--- config.mk ---
export PLATFORM = sky130hd
export DESIGN_NAME = boot_image_stream_parser
export DESIGN_NICKNAME = d
export VERILOG_FILES = /design/src/shared/stream_parser_pkg.sv /design/src/hdl/boot_image_stream_parser.sv
export VERILOG_INCLUDE_DIRS = /design/src /design/src/shared
export SDC_FILE = /design/constraint.sdc
export NUM_CORES = 1
export LEC_CHECK = 0
export ABC_CLOCK_PERIOD_IN_PS = 7950
export BUFFER_PORTS_ARGS = -buffer_cell sky130_fd_sc_hd__buf_4
export CAP_MARGIN = 5
export CORE_ASPECT_RATIO = 0.75
export CORE_MARGIN = 5
export CORE_UTILIZATION = 49
export DETAILED_ROUTE_END_ITERATION = 8
export GPL_ROUTABILITY_DRIVEN = 0
export GPL_TIMING_DRIVEN = 1
export PLACE_DENSITY = 0.68
export SYNTH_ARGS = -nofsm -noshare
export SYNTH_HDL_FRONTEND = slang
export SYNTH_SLANG_ARGS = --single-unit
--- constraint.sdc ---
create_clock -name ref_clk -period 7.95 [get_ports ref_clk]
set_input_delay 1.59 -clock ref_clk [delete_from_list [all_inputs] [get_ports ref_clk]]
set_output_delay 1.59 -clock ref_clk [all_outputs]
set_load 0.03 [all_outputs]
--- src/shared/stream_parser_map.svh ---
// constants for the boot image stream parser
// assumes inclusion by bare name from the design
`ifndef STREAM_PARSER_MAP_SVH
`define STREAM_PARSER_MAP_SVH
`define KEY_WORD16        16'h10AA
`define KEY_WORD8         16'h08AA
`define KEY_BYTE_LOW      8'hAA
`define RESERVED_COUNT    4'h8
`define ENTRY_TOP_BYTE    8'h00
`define SIZE_END          16'h0000
`endif

--- src/shared/stream_parser_pkg.sv ---
// types for the boot image stream parser
// does not include stream_parser_map.svh and needs nothing from it
package stream_parser_pkg;
    typedef enum logic [1:0] {
        FMT_NONE,
        FMT_BYTE,
        FMT_WORD
    } fmt_e;
    typedef struct packed {
        logic        valid;
        logic [31:0] addr;
        logic [15:0] data;
    } mem_write_s;
    typedef struct packed {
        logic        done;
        logic        error;
        logic        reset_req;
        logic [31:0] entry_address;
    } result_s;
endpackage : stream_parser_pkg

--- src/hdl/boot_image_stream_parser.sv ---
// boot image stream parser: key, reserved words, entry point, blocks
// assumes a transport that offers one byte or word per in_valid strobe
//==============================================================================
`timescale 1ns/1ps
`include "stream_parser_map.svh"
module boot_image_stream_parser #(
    // reserved words between key and entry point
    parameter int RSVD_WORDS = int'(`RESERVED_COUNT)
) (
    // clock and reset
    input  wire logic                          ref_clk,
    input  wire logic                          rst_b,
    // boot mode width permissions
    input  wire logic                          allow_byte,
    input  wire logic                          allow_word,
    // inbound stream, low byte used in byte format
    input  wire logic                          in_valid,
    input  wire logic [15:0]                   in_data,
    // memory writes
    output stream_parser_pkg::mem_write_s      mem_wr,
    // load result
    output stream_parser_pkg::result_s         result
);
    typedef enum {
        S_KEY1, S_KEY2, S_RSVD, S_ENTRY_HI, S_ENTRY_LO,
        S_SIZE, S_ADDR_HI, S_ADDR_LO, S_DATA, S_DONE, S_ERROR
    } state_e;

    localparam logic [3:0] RSVD_LAST = 4'(RSVD_WORDS - 1);

    // states after the key in which stream words are parsed
    function automatic logic load_phase(state_e s);
        return s != S_KEY1 && s != S_KEY2 && s != S_DONE && s != S_ERROR;
    endfunction : load_phase

    //==========================================================================
    // parameter checks
    if (RSVD_WORDS < 1 || RSVD_WORDS > 15) begin : g_rsvd_check
        $error("reserved word count out of range");
    end

    //==========================================================================
    // reset release
    logic [1:0] rst_sync_q;
    always_ff @(posedge ref_clk or negedge rst_b) begin
        if (!rst_b) rst_sync_q <= 2'h0;
        else        rst_sync_q <= {rst_sync_q[0], 1'h1};
    end
    wire rst_n_int = rst_sync_q[1];

    //==========================================================================
    // word assembly
    state_e                    state_q, state_d;
    stream_parser_pkg::fmt_e   fmt_q, fmt_d;
    logic                      half_q;
    logic [7:0]                low_q;
    logic [15:0]               first_q;
    logic [3:0]                rsvd_q;
    logic [15:0]               hi_q;
    logic [31:0]               entry_q;
    logic [15:0]               count_q;
    logic [31:0]               addr_q;
    logic [15:0]               word;
    logic                      word_ok;

    wire in_phase  = load_phase(state_q);
    wire byte_fmt  = fmt_q == stream_parser_pkg::FMT_BYTE;
    assign word    = byte_fmt ? {in_data[7:0], low_q} : in_data;
    assign word_ok = in_valid && in_phase && (!byte_fmt || half_q);
    wire [15:0] key8 = {in_data[7:0], first_q[7:0]};
    wire key16_hit = in_data == `KEY_WORD16;
    wire key8_hit  = key8 == `KEY_WORD8;
    wire data_take = word_ok && state_q == S_DATA;
    wire load_done = state_d == S_DONE;
    wire load_err  = state_d == S_ERROR;

    //==========================================================================
    // next state
    always_comb begin
        state_d = state_q;
        fmt_d   = fmt_q;
        case (state_q)
            S_KEY1: begin
                if (in_valid) begin
                    if (key16_hit && allow_word) begin
                        state_d = S_RSVD;
                        fmt_d   = stream_parser_pkg::FMT_WORD;
                    end else if (key16_hit) begin
                        state_d = S_ERROR;
                    end else begin
                        state_d = S_KEY2;
                    end
                end
            end
            S_KEY2: begin
                if (in_valid) begin
                    if (key8_hit && allow_byte) begin
                        state_d = S_RSVD;
                        fmt_d   = stream_parser_pkg::FMT_BYTE;
                    end else begin
                        state_d = S_ERROR;
                    end
                end
            end
            S_RSVD:     if (word_ok && rsvd_q == RSVD_LAST)
                            state_d = S_ENTRY_HI;
            S_ENTRY_HI: begin
                if (word_ok) begin
                    if (byte_fmt && word[15:8] != `ENTRY_TOP_BYTE)
                        state_d = S_ERROR;
                    else
                        state_d = S_ENTRY_LO;
                end
            end
            S_ENTRY_LO: if (word_ok) state_d = S_SIZE;
            S_SIZE:     if (word_ok)
                            state_d = (word == `SIZE_END) ? S_DONE : S_ADDR_HI;
            S_ADDR_HI:  if (word_ok) state_d = S_ADDR_LO;
            S_ADDR_LO:  if (word_ok) state_d = S_DATA;
            S_DATA:     if (word_ok && count_q == 16'h0001)
                            state_d = S_SIZE;
            S_DONE:     state_d = S_DONE;
            S_ERROR:    state_d = S_ERROR;
            default:    state_d = S_ERROR;
        endcase
    end

    //==========================================================================
    // state and datapath registers
    always_ff @(posedge ref_clk or negedge rst_n_int) begin
        if (!rst_n_int) begin
            state_q <= S_KEY1;
            fmt_q   <= stream_parser_pkg::FMT_NONE;
            half_q  <= 1'h0;
            low_q   <= 8'h00;
            first_q <= 16'h0000;
        end else begin
            state_q <= state_d;
            fmt_q   <= fmt_d;
            if (state_q == S_KEY1 && in_valid) first_q <= in_data;
            if (in_valid && in_phase && byte_fmt) begin
                half_q <= ~half_q;
                if (!half_q) low_q <= in_data[7:0];
            end
        end
    end

    always_ff @(posedge ref_clk or negedge rst_n_int) begin
        if (!rst_n_int) begin
            rsvd_q  <= 4'h0;
            hi_q    <= 16'h0000;
            entry_q <= 32'h0000_0000;
            count_q <= 16'h0000;
            addr_q  <= 32'h0000_0000;
        end else if (word_ok) begin
            case (state_q)
                S_RSVD:     rsvd_q  <= rsvd_q + 4'h1;
                S_ENTRY_HI: hi_q    <= word;
                S_ENTRY_LO: entry_q <= {hi_q, word};
                S_SIZE:     count_q <= word;
                S_ADDR_HI:  hi_q    <= word;
                S_ADDR_LO:  addr_q  <= {hi_q, word};
                S_DATA: begin
                    addr_q  <= addr_q + 32'h0000_0001;
                    count_q <= count_q - 16'h0001;
                end
                default:    rsvd_q  <= rsvd_q;
            endcase
        end
    end

    //==========================================================================
    // outputs
    always_ff @(posedge ref_clk or negedge rst_n_int) begin
        if (!rst_n_int) begin
            mem_wr <= '0;
        end else begin
            mem_wr.valid <= data_take;
            mem_wr.addr  <= addr_q;
            mem_wr.data  <= word;
        end
    end

    always_ff @(posedge ref_clk or negedge rst_n_int) begin
        if (!rst_n_int) begin
            result <= '0;
        end else begin
            result.done          <= load_done;
            result.error         <= load_err;
            result.reset_req     <= load_err;
            result.entry_address <= load_done ? entry_q : 32'h0000_0000;
        end
    end

    //==========================================================================
    // assertions
    a_done_err_excl: assert property (
        @(posedge ref_clk) disable iff (!rst_n_int)
        !(result.done && result.error))
        else $error("done and error together");
    a_done_entry: assert property (
        @(posedge ref_clk) disable iff (!rst_n_int)
        result.done |-> result.entry_address == entry_q)
        else $error("entry point not presented");
    a_entry_hold: assert property (
        @(posedge ref_clk) disable iff (!rst_n_int)
        result.done |=> $stable(result.entry_address))
        else $error("entry point moved after done");
    a_word_key: assert property (
        @(posedge ref_clk) disable iff (!rst_n_int)
        state_q == S_KEY1 && in_valid && in_data == `KEY_WORD16 && allow_word
        |=> state_q == S_RSVD && fmt_q == stream_parser_pkg::FMT_WORD)
        else $error("word key missed");
    a_byte_key: assert property (
        @(posedge ref_clk) disable iff (!rst_n_int)
        state_q == S_KEY2 && in_valid && key8_hit && allow_byte
        |=> fmt_q == stream_parser_pkg::FMT_BYTE)
        else $error("byte key missed");
    a_bad_key: assert property (
        @(posedge ref_clk) disable iff (!rst_n_int)
        state_q == S_KEY2 && in_valid && !key8_hit
        |=> result.error && result.reset_req)
        else $error("bad key not aborted");
    a_reset_req: assert property (
        @(posedge ref_clk) disable iff (!rst_n_int)
        result.reset_req == result.error)
        else $error("reset request differs from error");
    a_key_no_write: assert property (
        @(posedge ref_clk) disable iff (!rst_n_int)
        !load_phase(state_q) |=> !mem_wr.valid)
        else $error("write outside load phase");
    a_err_sticky: assert property (
        @(posedge ref_clk) disable iff (!rst_n_int)
        result.error |=> result.error)
        else $error("error dropped");
    a_rsvd_count: assert property (
        @(posedge ref_clk) disable iff (!rst_n_int)
        state_q == S_RSVD && word_ok && rsvd_q == RSVD_LAST |=> state_q == S_ENTRY_HI)
        else $error("reserved count wrong");
    a_entry_top: assert property (
        @(posedge ref_clk) disable iff (!rst_n_int)
        state_q == S_ENTRY_HI && word_ok && byte_fmt && word[15:8] != `ENTRY_TOP_BYTE
        |=> result.error)
        else $error("entry top byte not refused");
    a_size_load: assert property (
        @(posedge ref_clk) disable iff (!rst_n_int)
        state_q == S_SIZE && word_ok && word != `SIZE_END |=> count_q == $past(word))
        else $error("block size not taken");
    a_msw_first: assert property (
        @(posedge ref_clk) disable iff (!rst_n_int)
        state_q == S_ADDR_LO && word_ok |=> addr_q == {$past(hi_q), $past(word)})
        else $error("address word order wrong");
    a_block_next: assert property (
        @(posedge ref_clk) disable iff (!rst_n_int)
        state_q == S_DATA && word_ok && count_q == 16'h0001 |=> state_q == S_SIZE)
        else $error("next block header missed");
    a_addr_step: assert property (
        @(posedge ref_clk) disable iff (!rst_n_int)
        data_take |=> addr_q == $past(addr_q) + 32'h0000_0001)
        else $error("address not stepped");
    a_write_addr: assert property (
        @(posedge ref_clk) disable iff (!rst_n_int)
        data_take |=> mem_wr.valid && mem_wr.addr == $past(addr_q))
        else $error("write missing");
    a_zero_end: assert property (
        @(posedge ref_clk) disable iff (!rst_n_int)
        word_ok && state_q == S_SIZE && word == `SIZE_END |=> result.done)
        else $error("terminator missed");
    a_hold_idle: assert property (
        @(posedge ref_clk) disable iff (!rst_n_int)
        !in_valid |=> state_q == $past(state_q))
        else $error("state moved without strobe");
    a_no_rsvd_write: assert property (
        @(posedge ref_clk) disable iff (!rst_n_int)
        state_q == S_RSVD |=> !mem_wr.valid)
        else $error("reserved word wrote memory");
    a_byte_pair: assert property (
        @(posedge ref_clk) disable iff (!rst_n_int)
        byte_fmt && state_q == S_DATA && in_valid && !half_q |=> !mem_wr.valid)
        else $error("write on low byte");
    a_low_latch: assert property (
        @(posedge ref_clk) disable iff (!rst_n_int)
        byte_fmt && in_phase && in_valid && !half_q |=> low_q == $past(in_data[7:0]))
        else $error("low byte not kept");

    //==========================================================================
    // covers
    c_word_done: cover property (@(posedge ref_clk) disable iff (!rst_n_int)
        result.done && fmt_q == stream_parser_pkg::FMT_WORD);
    c_byte_done: cover property (@(posedge ref_clk) disable iff (!rst_n_int)
        result.done && fmt_q == stream_parser_pkg::FMT_BYTE);
    c_abort: cover property (@(posedge ref_clk) disable iff (!rst_n_int)
        result.error);
    c_byte_write: cover property (@(posedge ref_clk) disable iff (!rst_n_int)
        data_take && byte_fmt);
    c_gap_hold: cover property (@(posedge ref_clk) disable iff (!rst_n_int)
        state_q == S_DATA && !in_valid);
endmodule : boot_image_stream_parser

After elaboration in Yosys (flattened, before gate mapping) --
Index checks and enable logic that the tools add are counted. W data, S select, Z words.
Word-level totals: bits in registers 236, latch bits 0, RAM bits 0, ROM bits 0, word-level logic and storage cells 100, memories kept 0
Operators by class: add/subtract/negate cells 3, multiply operators 0, div/mod/pow operators 0, $lt $le $gt $ge 0, equal/unequal tests 24, shift operators 0, mux-type cells 24, bitwise gates (word level) 1, reduce and logical (&&, ||, !) cells 31
Operators by type and width (number):
- $mux W32 | 10
- $pmux W32 S10 | 1
- $eq A32 B3 Y1 const B | 4
- $eq A32 B5 Y1 const B | 3
- $eq A32 B2 Y1 const B | 2
- $eq A32 B4 Y1 const B | 2
- $logic_not A32 Y1 | 2
- $ne A32 B5 Y1 const B | 2
- $pmux W32 S2 | 1
- $add A32 B1 Y32 const B | 1
- $eq A32 B1 Y1 const B | 1
- $ne A32 B2 Y1 const B | 1
- $pmux W16 S2 | 1
- $reduce_bool A32 Y1 | 1
- $mux W4 | 5
- $eq A16 B1 Y1 const B | 1
- $eq A16 B12 Y1 const B | 1
- $eq A16 B13 Y1 const B | 1
- $logic_not A16 Y1 | 1
- $mux W16 | 1
- $sub A16 B1 Y16 const B | 1
- $logic_and A1 B1 Y1 | 13
- $reduce_and A2 Y1 | 6
- $mux W2 | 4
- 12 further kinds | 17

Longest topological paths before layout --
Gate-level depths: netlist of the first run.
depth in word-level cells 11, mapped depth 10

Worst setup path before layout of the first run --
Ideal clock, no wire load.
path type in2reg, start input port in_data[5], end register result[27] in the netlist's numbering, library setup time 131 ps, data arrival time 3384 ps, required time 7819 ps, path slack 4435 ps, cell stages on the path 7, buffers on the path 1, path through or3_1 > nand2b_1 > o41a_1 > o221a_2 > nor3_4 > buf_6 > nor4b_2
On the way: cells in the longest elaborated chain, start to end 8, elaborated cells between the ends (all ways) 20, those cells by class eq/ne (3); mux (12); reduce/logical (5)
RTL lines:
- start: declaration | RTL line boot_image_stream_parser.sv:18 | input wire logic [15:0] in_data,
- $mux W16 | RTL line boot_image_stream_parser.sv:68 | assign word = byte_fmt ? {in_data[7:0], low_q} : in_data;
- $reduce_bool A8 Y1 (no line)
- $logic_and A1 B1 Y1 (no line)
- $mux W4 | RTL line boot_image_stream_parser.sv:109 | if (byte_fmt && word[15:8] != `ENTRY_TOP_BYTE)
- $mux W32 | RTL line boot_image_stream_parser.sv:108 | if (word_ok) begin
- $pmux W32 S10 (*) | RTL line boot_image_stream_parser.sv:82 | case (state_q)
- $eq A32 B5 Y1 (*) | RTL line boot_image_stream_parser.sv:74 | wire load_done = state_d == S_DONE;
- $mux W32 (*) | RTL line boot_image_stream_parser.sv:191 | result.entry_address <= load_done ? entry_q : 32'h0000_0000;
- end: declaration | RTL line boot_image_stream_parser.sv:22 | output stream_parser_pkg::result_s result
Mark *: on every way between the ends. The rest lies on a longest branch, timed or not. A chain may end at the register's enable or synchronous reset.

Worst setup path after layout of the first run --
start input port in_valid, end register count_q[3]
On the way: cells in the longest elaborated chain, start to end 3
RTL lines:
- start: declaration | RTL line boot_image_stream_parser.sv:17 | input wire logic in_valid,
- $logic_and A1 B1 Y1 (2 in a row) | RTL line boot_image_stream_parser.sv:69 | assign word_ok = in_valid && in_phase && (!byte_fmt || half_q);
- $reduce_and A2 Y1 (no line)
- end signal: assignment | RTL line boot_image_stream_parser.sv:160 | S_SIZE: count_q <= word;
- end signal: assignment | RTL line boot_image_stream_parser.sv:165 | count_q <= count_q - 16'h0001;
- end: declaration | RTL line boot_image_stream_parser.sv:61 | logic [15:0] count_q;
No other way between the ends.

==> flow_summary.yaml, run 1 <==
grt:
  gr-max-usage-layer: "met1"
  track_usage_pct: 20.8
  grt_pass1_wl_mm: 39.1
  grt_max_degree: 81
  grt_use_met2_pct: 29.6
  grt_use_met3_pct: 4.28
  globalRouteOverflowTotal: 0
  grtUsageMet1_pct: 32.8
  antenna_found_initial: 2
  grt_pass1_vias: 6952
route:
  route.detailed.drc: 0
  wirelength_mm: 24.5
  route.antenna.remaining_nets: 0
  vias: 7227
  drt-vias-per-instance: 5.79
  dr.pass1.iters: 6
  wl_per_cell_um: 19.7
  dr.first_iter.drc_count: 680
clocking:
  cts_setup_buffers: 0
  clockBufferDepth: 3
  cts_tree: "built"
  numCtsBuffers: 23
  root_buffer: "clkbuf_16"
  cts.clk_slew.worst_paths_ns: 0.06
  clkLatencyLatePin_ns: 0.51
  cts_hold_buf: 0
  postCtsResizedCells: 0
  cts.sinks: 236
  h-tree-depth: 1
timing:
  rsz0062_at_grt: "false"
  worst_slew_margin_rel_pct: 35.0
  fmax_mhz: 268
  finalWorstSetupSlack_ns: 4.21
  period_needed_ns: 3.74
  fin_setup_tns_ns: 0
  worstMarginPinSlew_ns: 0.968
  skew_ns: 0.0278
  drv_slew: 0
  hold_viol: 0
  finalSetupViolCount: 0
  finalCritPeriodShare_pct: 47.0
  holdWs_ns: 0.256
yosys:
  ys.flop_type: "dfrtp_1"
  netlist.area_leader.share_pct: 58.9
  ys_types: 72
  syn_area_um2: 10000
  synthCells: 859
  syn-mean-instance-area_um2: 11.7
  yosys_warnings: 0
  synth-edff-count: 0
  synth.area.top_cells: "dfrtp_1 (59%), mux2_2 (7.2%), a21oi_1 (3.1%)"
  seq_area_frac_synth_pct: 58.9
  synthArstFlopShare_pct: 100
  synth_area_leader_cell: "dfrtp_1"
  ys_ff_latch: 236
layout:
  antennaDiodeCount: 0
  layout_common_cells: "dfrtp_1 (235), buf_4 (115), nand2_1 (84)"
  drive_gt1_share_pct: 25.8
  syn_to_final_growth_pct: 17.6
  fill_cells: 1699
  layout.cells.most_common: "dfrtp_1"
  fin_area_um2: 11800
  nNetsFinal: 1002
floorplanning:
  initial_core_util_pct: 49.7
  dieWidth_um: 175
  die_h_um: 134
  core_area_um2: 20200
  num_rows: 45
  boundaryPins: 105
  dieArea_um2: 23400
setup_path:
  rrSetupSlack_ns: 4.41
  path_max_fanout: 26
  reg2reg_to: "result[17]$_DFF_PN0_"
  required_ns: 8.31
  r2r_cells: 7
  endpoint_kind: "flip-flop"
  crit_type: "in2reg"
  cp.arrival_ns: 4.10
  critPathLaunchType: "input port"
  r2r_start: "state_q[15]$_DFF_PN0_"
placed_design:
  dp_hpwl_mm: 16.5
  dpl_cell_area_um2: 11100
  port_buffers: 104
  pre_cts_ws_ns: 3.75
run_status:
  run_status: "complete, no violations"
power:
  totalPowerFinal_uw: 2350
  leakagePower_uw: 0.00547
  p_per_area_nw_per_um2: 199
  ir_drop_uv: 142
hold_path:
  hp-class: "reg2async"
job:
  cap_viol_max_count: 0
-- through the flow --
stage / utilization (%) / std cells
floorplan: - / 886
global placement: 54.9 / 1210
detailed placement: 54.9 / 1210
CTS: 58.5 / 1248
global route: 58.5 / 1248
finish: 58.5 / 1248
-- layer usage --
| layer | routed length (um) | up-vias |
|---|---|---|
| li1 | - | 3338 |
| met1 | 11500 | 3568 |
| met2 | 10400 | 287 |
| met3 | 2150 | 34 |
| met4 | 474 | 0 |
| met5 | 0 | - |
-- worst max-delay path by stage --
stage,startpoint,cells past startpoint,slack (ns),to
2_1_floorplan,rst_sync_q[1]$_DFF_PN0_,0,0.89,addr_q[0]$_DFFE_PN0P_
3_3_place_gp,in_valid,6,3.81,count_q[3]$_DFFE_PN0P_
3_5_place_dp,in_valid,6,3.75,count_q[3]$_DFFE_PN0P_
4_1_cts,in_valid,6,4.29,count_q[3]$_DFFE_PN0P_
5_1_grt,in_valid,6,3.99,count_q[3]$_DFFE_PN0P_
6_report,in_valid,6,4.21,count_q[3]$_DFFE_PN0P_
-- worst max-delay path, stage by stage --
cell and delay, ns:
buf_4 0.13, nor2b_1 0.59, o41a_1 0.64, o21a_1 0.76, o21ai_0 0.20, o2bb2ai_1 0.17
-- synth_stat cells (4+ instances only) --
library cell  instances
nor2_1               40
nor3_4                4
a31o_2                6
buf_6                 4
and4_1                6
or3_1                 5
mux2i_1               6
o221a_2               4
o22ai_1              11
nor4_1               18
nand2_1              84
o2111ai_1             5
a21oi_1              63
o22a_1                5
dfrtp_1             236
o21ai_0              40
a31oi_1               5
buf_2                11
nor4b_2               4
mux2_2               64
nor3b_1              20
and2_1                5
clkbuf_1             26
buf_1                 4
nor4bb_1              4
inv_1                17
nand2b_1             10
nor3_1               12
nand3_1              29
nor3b_2               9
nor2b_1               8
nand4_1              15
ha_1                  4
and3_1                5
-- state kept, by name, indices dropped and copies added (netlist names) --
name,cells
entry_q,32
state_q,32
mem_wr,49
fmt_q,2
rst_sync_q,2
addr_q,32
first_q,8
half_q,1
result,34
count_q,16
hi_q,16
rsvd_q,4
low_q,8
-- cells by family (layout without fill, tap and decap cells) --
| logic type | Yosys count | after routing | synth area share (%) |
|---|---|---|---|
| AOI/OAI and AO/OA | 181 | 181 | 11.7 |
| xor gates and xnor gates | 5 | 5 | 0.437 |
| adders and majority gates | 4 | 4 | 0.499 |
| buffers and inverters | 66 | 170 | 3.18 |
| DFF | 236 | 236 | 58.9 |
| muxes | 70 | 70 | 7.79 |
| other | 2 | 29 | 0.0749 |
| and+or+nand+nor | 295 | 295 | 17.4 |
-- power breakdown --
| part | total [uW] | internal [uW] | switching [uW] |
|---|---|---|---|
| sequential | 1220 | 1210 | 6.38 |
| combinational | 82.2 | 20.4 | 61.8 |
| clock | 1050 | 616 | 434 |
| total | 2350 | 1850 | 502 |
-- final cells by class --
cell class	instances	area [um2]	share of cell area (%)
Clock buffer	33	673	5.71
Multi-Input combinational cell	584	3910	33.1
Sequential cell	236	5910	50.1
Timing Repair Buffer	115	863	7.32
Tap cell	258	323	2.74
Clock inverter	5	52.6	0.446
Inverter	17	63.8	0.541
Power figures use the tool's default switching activity.
==> run 2, diff against run 1 <==
--- a/config.mk
+++ b/config.mk
@@ -6,7 +6,7 @@
 export SDC_FILE = /design/constraint.sdc
 export NUM_CORES = 1
 export LEC_CHECK = 0
-export ABC_CLOCK_PERIOD_IN_PS = 7950
+export ABC_CLOCK_PERIOD_IN_PS = 3750
 export BUFFER_PORTS_ARGS = -buffer_cell sky130_fd_sc_hd__buf_4
 export CAP_MARGIN = 5
 export CORE_ASPECT_RATIO = 0.75
==> constraint.sdc (replaced) <==
create_clock -name ref_clk -period 3.75 [get_ports ref_clk]
set_input_delay 0.75 -clock ref_clk [delete_from_list [all_inputs] [get_ports ref_clk]]
set_output_delay 0.75 -clock ref_clk [all_outputs]
set_load 0.03 [all_outputs]
==> flow_summary.yaml, run 2 (same netlist as run 1, synthesis figures left out) <==
layout:
  reg.largest.list: "mem_wr: 49 flops, result: 34 flops"
  layout.cells.most_common: "dfrtp_1"
  fill_cells: 1671
  syn_to_final_growth_pct: 19.0
  layout_common_cells: "dfrtp_1 (235), buf_4 (119), nand2_1 (84)"
  top_register: "mem_wr"
  drive_gt1_share_pct: 26.2
  nNetsFinal: 1013
  stdcell_count: 1259
  largest_reg_flops: 49
clocking:
  cts.sinks: 236
  clkLatencyLatePin_ns: 0.51
  cts.clk_slew.worst_paths_ns: 0.06
  cts_hold_buf: 1
  postCtsResizedCells: 0
  cts_setup_buffers: 0
  cts_tree: "built"
  h-tree-depth: 1
  root_buffer: "clkbuf_16"
  clockBufferDepth: 3
  numCtsBuffers: 24
timing:
  skew_ns: 0.0141
  finalCritPeriodShare_pct: 80.5
  finalSetupViolCount: 0
  rsz0062_at_grt: "false"
  drv_slew: 0
  worst_slew_margin_rel_pct: 40.6
  worstMarginPinSlew_ns: 0.866
  fmax_mhz: 331
  fin_setup_tns_ns: 0
  hold_viol: 0
  period_needed_ns: 3.02
setup_path:
  required_ns: 4.12
  crit_path_start: "state_q[26]$_DFF_PN0_"
  crit_type: "reg2reg"
  endpoint_kind: "flip-flop"
  cp_cell_sequence: "nor4_1, nand3_1, nor3_1, o21a_1, o21ai_0, o2bb2ai_1"
  critPathLaunchType: "flip-flop"
  r2r_start: "state_q[26]$_DFF_PN0_"
  cp.arrival_ns: 3.39
  slowest_stage: "o21a_1"
  path_max_fanout: 26
  slowest_delay_ns: 0.76
job:
  cap_viol_max_count: 0
hold_path:
  hp-class: "reg2async"
route:
  dr.pass1.iters: 5
  wirelength_mm: 24.6
  wl_per_cell_um: 19.5
  vias: 7234
  drt-vias-per-instance: 5.75
  dr.first_iter.drc_count: 520
  route.detailed.drc: 0
  route.antenna.remaining_nets: 0
power:
  p_sw_share_pct: 21.5
  p_seq_share_pct: 52.0
  p_per_area_nw_per_um2: 417
  clkPwrFrac_pct: 44.4
  leakagePower_uw: 0.00554
  ir_drop_uv: 243
  power.internal_uw: 3910
  comb_power_share_pct: 3.6
  p_sw_uw: 1070
placed_design:
  port_buffers: 104
  placed_cells: 1219
  dp_hpwl_mm: 16.6
run_status:
  run_status: "complete, no violations"
grt:
  globalRouteOverflowTotal: 0
  antenna_found_initial: 0
  grt_max_degree: 77
  track_usage_pct: 21.0
  grt_pass1_vias: 6942
  grt_pass1_wl_mm: 39.4
floorplanning:
  die_h_um: 134
  dieWidth_um: 175
  core_area_um2: 20200
  initial_core_util_pct: 49.7
  boundaryPins: 105
  num_rows: 45
  dieArea_um2: 23400
## run 2: area by class of cell
type,count,area (um2),area share [%]
multi-input cells,584,3910,32.7
flip-flops and latches,236,5910,49.5
diodes,1,2.50,0.0210
clock inverters,3,18.8,0.157
clock buffers,35,703,5.89
repair buffers,125,1000,8.41
well taps,258,323,2.71
inverters,17,63.8,0.535
## run 2: worst paths after layout
check,slack (ns),cells after the start,to
max,0.73,6,count_q[3]$_DFFE_PN0P_
min,0.34,0,result[2]$_DFF_PN0_
max reg2reg,0.73,6,count_q[3]$_DFFE_PN0P_
min reg2reg,0.34,0,result[2]$_DFF_PN0_
max in group asynchronous,2.47,1,first_q[7]$_DFFE_PN0P_
min in group ref_clk,0.34,0,rst_sync_q[1]$_DFF_PN0_
## run 2: per-stage QoR
step           area, um2  hold WS, ns  util, %  total power, uW  setup WS [ns]
3_5_place_dp       11200        0.343     55.5             2810          0.612
5_1_grt            11900        0.347     59.2             5150          0.481
6_report           11900        0.341     59.2             4980          0.731
2_1_floorplan      10100        0.331        -             2720           1.08
4_1_cts            11900        0.345     59.2             5040          0.783
3_3_place_gp       11200        0.338     55.5             2810          0.647
## run 2: worst max-delay path: cells and delay by family, from the launching register on
kind,cells,cell delay [ns]
compound gates,3,1.13
flops,1,0.36
simple gates,3,1.37
## run 2: power by group through the flow
stage	Combinational, uW	Sequential (uW)	Clock (uW)
after global routing	197	2590	2370
after CTS	180	2590	2270
after global placement	177	2640	0
after detailed placement	179	2640	0
final	179	2590	2210
after floorplan	40.1	2680	0
## run 2: per-layer routing
| layer | track usage (%) | routed length, um | part of all wire, % | vias to the layer above |
|---|---|---|---|---|
| met1 | 32.5 | 11500 | 47 | 3599 |
| met2 | 30.1 | 10500 | 43 | 263 |
| li1 | - | - | - | 3345 |
| met5 | 0 | 0 | 0 | - |
| met3 | 5.66 | 2200 | 9.0 | 27 |
| met4 | 4.14 | 377 | 1.5 | 0 |
